<file path="src/sipo_pkg.sv">
/*
 package of the serial-in parallel-out latch block: widths and carrier types.
 assumes a single clock domain (mclk) shared by all users.
*/
package sipo_pkg;
	localparam int STAGES = 8;
	localparam int CASCADE_STAGE = 7;
	localparam logic [7:0] PAR_RESET = 8'h00;
	localparam logic SER_RESET = 1'h0;
	localparam int BUF_DEPTH = 2;

	typedef struct packed {
		logic serial_data;
		logic strobe;
		logic output_enable;
	} sipo_ctl_t;

	typedef struct packed {
		logic [7:0] parallel_out;
		logic [7:0] parallel_oe;
	} sipo_par_t;
endpackage

</file>
<file path="src/sipo_buf.sv">
/*
 two-entry buffer with valid and ready on both sides.
 assumes synchronous active-low reset on mclk.
*/
module sipo_buf #(
	parameter int WIDTH = 16,
	parameter int DEPTH = sipo_pkg::BUF_DEPTH
) (
	input wire logic mclk,
	input wire logic resetn,
	input wire logic [WIDTH-1:0] in_data,
	input wire logic in_valid,
	output logic in_ready,
	output logic [WIDTH-1:0] out_data,
	output logic out_valid,
	input wire logic out_ready
);
	localparam int AW = (DEPTH > 1) ? $clog2(DEPTH) : 1;
	logic [WIDTH-1:0] mem_ff [DEPTH];
	logic [WIDTH-1:0] nxt_mem [DEPTH];
	logic [AW-1:0] wr_ff, nxt_wr, rd_ff, nxt_rd;
	logic [AW:0] cnt_ff, nxt_cnt;
	logic push, pop;

	always_comb begin
		push = in_valid && in_ready;
		pop = out_valid && out_ready;
		nxt_mem = mem_ff;
		nxt_wr = wr_ff;
		nxt_rd = rd_ff;
		if (push) begin
			nxt_mem[wr_ff] = in_data;
			nxt_wr = (wr_ff == AW'(DEPTH - 1)) ? '0 : wr_ff + 1'b1;
		end
		if (pop) begin
			nxt_rd = (rd_ff == AW'(DEPTH - 1)) ? '0 : rd_ff + 1'b1;
		end
		nxt_cnt = cnt_ff + (AW+1)'(push) - (AW+1)'(pop);
	end

	always_ff @(posedge mclk) begin
		if (!resetn) begin
			wr_ff <= '0;
			rd_ff <= '0;
			cnt_ff <= '0;
		end else begin
			wr_ff <= nxt_wr;
			rd_ff <= nxt_rd;
			cnt_ff <= nxt_cnt;
		end
		mem_ff <= nxt_mem;
	end

	assign in_ready = (cnt_ff != (AW+1)'(DEPTH));
	assign out_valid = (cnt_ff != '0);
	assign out_data = mem_ff[rd_ff];
endmodule

</file>
<file path="src/sipo_latch.sv">
/*
 serial-in parallel-out shift register with storage latches and
 enabled parallel outputs, plus rising and falling cascade outputs.
 assumes the shift clock, strobe and enable arrive on the mclk domain
 as a stream of control words; the parallel pins are resolved outside
 from the output enables.
*/
// Summary of operation
// - each shift step moves serial data into stage one and every stage up.
// - each shift step copies stage seven into stage eight and the fast out.
// - the slow cascade out takes stage seven on the following falling edge.
// - latches follow the stages while strobe is high and hold when low.
// - parallel outputs are released when enable is low, driven when high.
module sipo_latch #(
	parameter int STAGES = sipo_pkg::STAGES
) (
	input wire logic mclk,
	input wire logic resetn,
	input wire logic shift_clk,
	input wire sipo_pkg::sipo_ctl_t ctl,
	input wire logic ctl_valid,
	output logic ctl_ready,
	output logic [STAGES-1:0] parallel_out,
	output logic [STAGES-1:0] parallel_oe,
	output logic serial_out_rising,
	output logic serial_out_falling,
	output logic par_valid,
	input wire logic par_ready
);
	typedef struct packed {
		logic shift_clk;
		sipo_pkg::sipo_ctl_t ctl;
	} sipo_word_t;

	sipo_word_t buf_out;
	logic buf_valid, buf_ready;
	logic [STAGES-1:0] chain_ff, nxt_chain;
	logic [STAGES-1:0] latch_ff, nxt_latch;
	logic [STAGES-1:0] par_ff, nxt_par, oe_ff, nxt_oe;
	logic clk_prev_ff, nxt_clk_prev;
	logic fast_ff, nxt_fast, slow_ff, nxt_slow;
	logic pv_ff, nxt_pv;
	logic rise, fall, take;

	sipo_buf #(
		.WIDTH($bits(sipo_word_t)),
		.DEPTH(sipo_pkg::BUF_DEPTH)
	) u_buf (
		.mclk(mclk),
		.resetn(resetn),
		.in_data({shift_clk, ctl}),
		.in_valid(ctl_valid),
		.in_ready(ctl_ready),
		.out_data(buf_out),
		.out_valid(buf_valid),
		.out_ready(buf_ready)
	);

	assign buf_ready = !pv_ff || par_ready;

	always_comb begin
		take = buf_valid && buf_ready;
		rise = take && buf_out.shift_clk && !clk_prev_ff;
		fall = take && !buf_out.shift_clk && clk_prev_ff;
		nxt_clk_prev = take ? buf_out.shift_clk : clk_prev_ff;
		nxt_chain = chain_ff;
		nxt_fast = fast_ff;
		nxt_slow = slow_ff;
		if (rise) begin
			nxt_chain = {chain_ff[STAGES-2:0], buf_out.ctl.serial_data};
			nxt_fast = chain_ff[sipo_pkg::CASCADE_STAGE-1];
		end
		if (fall) begin
			nxt_slow = chain_ff[sipo_pkg::CASCADE_STAGE-1];
		end
		nxt_latch = latch_ff;
		nxt_par = par_ff;
		nxt_oe = oe_ff;
		nxt_pv = pv_ff && !par_ready;
		if (take) begin
			if (buf_out.ctl.strobe) begin
				nxt_latch = nxt_chain;
			end
			nxt_par = nxt_latch;
			nxt_oe = {STAGES{buf_out.ctl.output_enable}};
			nxt_pv = 1'b1;
		end
	end

	always_ff @(posedge mclk) begin
		if (!resetn) begin
			clk_prev_ff <= sipo_pkg::SER_RESET;
			fast_ff <= sipo_pkg::SER_RESET;
			slow_ff <= sipo_pkg::SER_RESET;
			par_ff <= STAGES'(sipo_pkg::PAR_RESET);
			oe_ff <= STAGES'(sipo_pkg::PAR_RESET);
			latch_ff <= STAGES'(sipo_pkg::PAR_RESET);
			pv_ff <= 1'b0;
		end else begin
			clk_prev_ff <= nxt_clk_prev;
			fast_ff <= nxt_fast;
			slow_ff <= nxt_slow;
			par_ff <= nxt_par;
			oe_ff <= nxt_oe;
			latch_ff <= nxt_latch;
			pv_ff <= nxt_pv;
		end
		chain_ff <= nxt_chain;
	end

	assign parallel_out = par_ff;
	assign parallel_oe = oe_ff;
	assign serial_out_rising = fast_ff;
	assign serial_out_falling = slow_ff;
	assign par_valid = pv_ff;

	shift_fast_a: assert property (@(posedge mclk) disable iff (!resetn)
		rise |=> serial_out_rising === $past(chain_ff[6]))
		else $error("fast cascade out missed stage seven");
	shift_in_a: assert property (@(posedge mclk) disable iff (!resetn)
		rise |=> chain_ff[0] == $past(buf_out.ctl.serial_data))
		else $error("serial data not shifted in");
	slow_hold_a: assert property (@(posedge mclk) disable iff (!resetn)
		!fall |=> serial_out_falling === $past(serial_out_falling))
		else $error("slow cascade out moved off a falling edge");
	slow_take_a: assert property (@(posedge mclk) disable iff (!resetn)
		fall |=> serial_out_falling === $past(chain_ff[6]))
		else $error("slow cascade out missed stage seven");
	latch_hold_a: assert property (@(posedge mclk) disable iff (!resetn)
		(take && !buf_out.ctl.strobe) |=> latch_ff === $past(latch_ff))
		else $error("latch changed while strobe low");
	oe_off_a: assert property (@(posedge mclk) disable iff (!resetn)
		(take && !buf_out.ctl.output_enable) |=> parallel_oe == '0)
		else $error("parallel outputs driven while disabled");
	oe_on_a: assert property (@(posedge mclk) disable iff (!resetn)
		(take && buf_out.ctl.output_enable) |=> (&parallel_oe))
		else $error("parallel outputs not driven while enabled");
	cascade_free_a: assert property (@(posedge mclk) disable iff (!resetn)
		(rise && !buf_out.ctl.strobe && !buf_out.ctl.output_enable)
		|=> serial_out_rising === $past(chain_ff[6]))
		else $error("cascade out stopped by strobe or enable");
endmodule

</file>
<file path="config.mk">
export PLATFORM = sky130hd
export DESIGN_NAME = sipo_latch
export DESIGN_NICKNAME = d
export VERILOG_FILES = /design/src/sipo_pkg.sv /design/src/sipo_buf.sv /design/src/sipo_latch.sv
export SDC_FILE = /design/constraint.sdc
export NUM_CORES = 1
export LEC_CHECK = 0
export ABC_AREA = 1
export BUFFER_PORTS_ARGS = -buffer_cell sky130_fd_sc_hd__buf_2
export CAP_MARGIN = 10
export CORE_MARGIN = 3
export CORE_UTILIZATION = 50
export DETAILED_ROUTE_END_ITERATION = 16
export GPL_TIMING_DRIVEN = 0
export MAX_ROUTING_LAYER = met4
export PLACE_DENSITY = 0.7
export SLEW_MARGIN = 20
export SYNTH_ARGS = -nofsm -noshare
export SYNTH_HDL_FRONTEND = slang
export SYNTH_SLANG_ARGS = --single-unit
export TNS_END_PERCENT = 5
</file>
<file path="constraint.sdc">
create_clock -name mclk -period 1.8 [get_ports mclk]
set_input_delay 0.18 -clock mclk [delete_from_list [all_inputs] [get_ports mclk]]
set_output_delay 0.18 -clock mclk [all_outputs]
set_load 0.02 [all_outputs]
</file>
-- Word level (Yosys, flattened, before mapping)
Cells that the tools add are included.
- input port bits: 8
- flip-flop bits (word level): 33
- word-level logic and storage cells: 48
- reductions and logical operators: 15
- magnitude comparators: 3
- bitwise logic cells: 2
- eq/ne operators: 1
- muxes and demuxes: 11
- add/subtract/negate cells: 4
- operator list (operator ; count):
    2-to-1 mux 4 bit ; 4
    2-to-1 mux 8 bit ; 2
    bitwise mux 8 bit ; 1
    logical AND 1 bit ; 8
    demux 4 bit (select 1 bit) ; 1
    >= comparator 2 bit (second input constant) ; 2
    logical NOT 1 bit ; 4
    inverter 1 -> 2 bit ; 2
    2-to-1 mux 1 bit ; 3
    adder 1 bit (second input constant) ; 2
    adder 2 x 1 -> 2 bit ; 1
    < comparator 2 x 1 -> 1 bit (second input constant) ; 1
    inequality test 2 bit (second input constant) ; 1
    AND reduction 2 bit ; 1
    nonzero test 2 bit ; 1
    subtractor 2 x 1 -> 2 bit ; 1
    logical OR 1 bit ; 1

-- Logic depth before layout (Yosys ltp)
- word-level depth: 8
- depth in mapped cells: 9
- depth with buffers taken out: 9

-- Modules after synthesis
Synthesis repeated with hierarchy kept, for this count alone.
- cell total of the unflattened synthesis: 166
- area total of the unflattened synthesis: 1405.1 µm²
- modules (own cells, without submodules) (module ; cells an instance ; area an instance (µm²) ; seq. area each (µm²) ; times used):
    sipo_latch ; 112 ; 888.4 ; 420.4 ; 1
    sipo_buf ; 54 ; 516.7 ; 320.3 ; 1

-- Least setup slack after synthesis
Ideal clock, no wire load.
- path type: register to register
- start point: register pv_ff (netlist: par_valid)
- end point: register u_buf.cnt_ff[1]
- data arrival time: 1.477 ns
- stages on the path, launching flop included: 10
- path buffers: 0
- library setup time: 0.121 ns
- clock period less this slack: 1.597 ns
- data required time: 1.679 ns
- slack: 0.203 ns
- path through: dfxtp_1 > inv_1 > nor2_1 > nor2_2 > ha_1 > inv_1 > ha_1 > xnor2_1 > o21ai_0 > a21oi_1
- word-level cells in the longest chain between the ends: 4
- RTL lines (element ; line ; text):
    from (decl) ; sipo_latch.sv:42 ; logic pv_ff, nxt_pv;
    from (signal assigned) ; sipo_latch.sv:106 ; pv_ff <= nxt_pv;
    logical NOT 1 bit ; sipo_latch.sv:59 ; assign buf_ready = !pv_ff || par_ready;
    logical OR 1 bit ; sipo_latch.sv:59 ;
    logical AND 1 bit ; n/a ;
    via take ; sipo_latch.sv:43 ; logic rise, fall, take;
    subtractor 2 x 1 -> 2 bit ; sipo_buf.sv:38 ; nxt_cnt = cnt_ff + (AW+1)'(push) - (AW+1)'(pop);
    to (signal assigned) ; sipo_buf.sv:49 ; cnt_ff <= nxt_cnt;
    to (decl) ; sipo_buf.sv:22 ; logic [AW:0] cnt_ff, nxt_cnt;
The timed path passes the listed nets, and every way through them passes these cells.
A chain may end at the register's enable or synchronous reset.

-- Final worst setup path
- start point: register u_buf.cnt_ff[0]
- end point: register u_buf.cnt_ff[1]
- RTL lines (element ; line ; text):
    nonzero test 2 bit ; sipo_buf.sv:55 ; assign out_valid = (cnt_ff != '0);
    logical AND 1 bit ; n/a ;
    via take ; sipo_latch.sv:43 ;
    subtractor 2 x 1 -> 2 bit ; sipo_buf.sv:38 ;
The timed path passes the listed nets, and every way through them passes these cells.

==> run summary <==
In the post-route analysis, the smallest setup slack over all paths is 0.172 ns. The run finished with clean final reports. For the count of pins over their slew limit, the log shows 0. For the final database, setup skew stands at 0.00470 ns.

Dividing the detail-routed via count by the number of cells gives 4.65. Max-cap violations in this run came to 0. The leading cell type in the layout, fill and taps excluded was nand2_1. For the number of instances in the synthesized netlist, the log shows 164. Along the worst path, the maximum fanout reaches 4.

The run gives 0.193 ns as the worst setup slack before clock tree synthesis. The height of the chip came out at 59.5 µm. The top cell types in the final layout, fill and taps aside, are nand2_1, buf_2, dfxtp_1. Port buffering added 27 buffers. Clock latency on the worst-skew pair, taken at its later pin, is 0.32 ns. In this run the count of I/O pins placed on the die edge is 28. The congestion estimate from routability-driven global placement came to 0.696. The share of flip-flops with an asynchronous set or reset after synthesis is 0, and the area overhead of the layout relative to synthesis is 16.2%.

VDD sags by at most 1.17 mV. The final count of negative-setup-slack endpoints is 0. Yosys printed 0 warnings. Cell taking the most area after synthesis: dfxtp_1. The logs give 0.729 for the max-slew headroom at the worst pin and 0 for the post-cts repair resize count. The setup path with the least slack is of type register to register. The longest clock path from root to sink contains 2 buffers. The total overflow left after global routing is 0. The cell area after synthesis came out at 1430 µm². The number of antenna diodes in the final layout is 0.

After detailed routing, the total wire length is 2350 µm. The tools report the synthesized netlist net count as 174. Across all layers, the routed design uses 1065 vias.

The area share of the largest cell type after synthesis came out at 0.349. Sorting the synthesized cells by area gives the leading types as dfxtp_1, edfxtp_1, nand2_1. STA classifies the critical path startpoint as a register. The number of enable flip-flop cells after synthesis was 8; the pin count of the biggest net entering global routing was 11. Summed over all failing endpoints, the final setup total negative slack is 0 ns. The total track usage is 0.163, and the violation count after the first detailed-route iteration is 35. Once the clock tree was built, the setup fixing pass inserted 0 buffers. Counting the fill cells in the layout gives 226. The initial antenna violation count came out at 0.

The die covers 3540 µm². The number of nets in the finished design is 208. The tightest min-delay check is of the primary input to register type. The logs give 0 for the hold violation count in the final report and 33 for the clock sink count. The share of final-layout standard cells stronger than drive strength 1 works out to 0.327. TritonCTS built the clock tree. For this run, design rule violations remaining after detail routing come to 0. Based on the critical path, the design can be clocked at up to 0.614 GHz. The final routed wire length divided by cell count works out to 10.3 µm. The flop and latch count out of synthesis was 33; the global-route wire length before repair was 4100 µm. Post-synthesis sequential area ratio: 0.517. The first detailed-routing pass ran for 4 iterations.

The HPWL reported at the end of detailed placement was 1770 µm; the hold buffer count at CTS was 0. The power density over the cells works out to 1770 nW/µm². Setup repair after global routing left no endpoint under its margin.

The run gives 0.643 as the final design utilization. The via count of the first global-routing pass came out at 986. The logs give 0.553 for the starting utilization of the core area and 24 for the count of cell types in the netlist. For the pin with the worst max-slew slack, the measured transition is 0.405 ns. In this run the mean area of a mapped cell was 8.74 µm².

Number of antenna-violating nets in the routed design: 0. The number of cell rows was 18; the standard cell core area was 2590 µm². The predominant post-synthesis flop cell was dfxtp_1. The leakage power total was 0.849 nW; the number of levels the H-tree was split into was 2.

The smallest clock period supported by the final layout is computed as 1.63 ns. Across all hold checks on the routed design, the worst slack comes to 0.0436 ns. The cell at the root of the clock tree was clkbuf_4.

The number of clock buffers added by TritonCTS is 5. STA puts the critical path data required time at 2.05 ns. The clock transition at the registers of the reported paths was 0.09 ns. For the signal arrival time at the worst endpoint, the log shows 1.88 ns. Horizontal extent of the die: 59.5 µm.

Kind of capture point of the worst setup path: a register. The period utilization came out at 0.904.
==> synthesized netlist by cell type (2+ instances only) <==
cell type and instances:
buf_6 2, o21ai_0 4, buf_4 7, nand3_2 3, edfxtp_1 8, nand2_1 35
nor2_2 5, dfxtp_1 25, nand2_4 2, nand3_1 14, nand2_2 6, ha_1 2
inv_2 2, inv_1 17, nor2_1 19, a21oi_1 5
==> kinds of logic after synthesis <==
logic type,share of synthesized area
DFF,0.517
buffers and inverters,0.119
xor gates and xnor gates,0.00611
adders and majority gates,0.0175
and+or+nand+nor,0.290
AOI/OAI and AO/OA,0.0507
==> where the power goes <==
group          total, mW  internal (mW)  switching, mW
clock              0.417          0.193          0.225
combinational       1.37          0.530          0.841
sequential          1.16          0.998          0.157
total               2.94           1.72           1.22
==> per-stage QoR <==
stage / power [mW] / cell area [µm²] / cells
after floorplan: 2.23 / 1430 / 164
after global placement: 2.51 / 1610 / 221
after detailed placement: 2.56 / 1610 / 221
after CTS: 2.98 / 1660 / 229
after global routing: 3.23 / 1660 / 229
final: 2.94 / 1660 / 229
==> registers in the layout, summed over array words and instances, names as in the netlist <==
name,cells
parallel_out,8
chain_ff,8
clk_prev_ff,1
u_buf.cnt_ff,2
u_buf.mem_ff,8
serial_out_falling,1
serial_out_rising,1
u_buf.wr_ff,1
par_valid,1
parallel_oe,1
u_buf.rd_ff,1
==> final timing paths <==
path	start	endpoint	slack, ns	depth (start not counted)
max	u_buf.cnt_ff[0]	u_buf.cnt_ff[1]	0.17	8
min	shift_clk	u_buf.mem_ff[3]	0.04	1
max reg2reg	u_buf.cnt_ff[0]	u_buf.cnt_ff[1]	0.17	8
min reg2reg	chain_ff[7]	chain_ff[7]	0.47	2
==> routing by layer <==
metal  vias to the layer above  GRT usage  share of wire
met5                         -          -              0
li1                        575          -              -
met1                       456      0.188           0.46
met4                         0     0.0759          0.015
met2                        29      0.251           0.45
met3                         5     0.0588          0.072
==> final cells by class <==
type | instances | area, µm² | area share
inverters | 21 | 95.1 | 0.0571
repair buffers | 27 | 135 | 0.0812
well taps | 30 | 37.5 | 0.0226
clock buffers | 8 | 58.8 | 0.0353
multi-input cells | 101 | 522 | 0.314
plain buffers | 9 | 75.1 | 0.0451
flip-flops and latches | 33 | 741 | 0.445
==> worst max-delay path, cell delays in order, from the launching register on <==
cell and delay, ns:
dfxtp_1 0.35, nor2_1 0.20, nor2_2 0.10, ha_1 0.29, inv_1 0.04, ha_1 0.19
xnor2_1 0.18, o21ai_0 0.09, a21oi_1 0.12
Note: power is estimated with default switching activity, not from simulation.
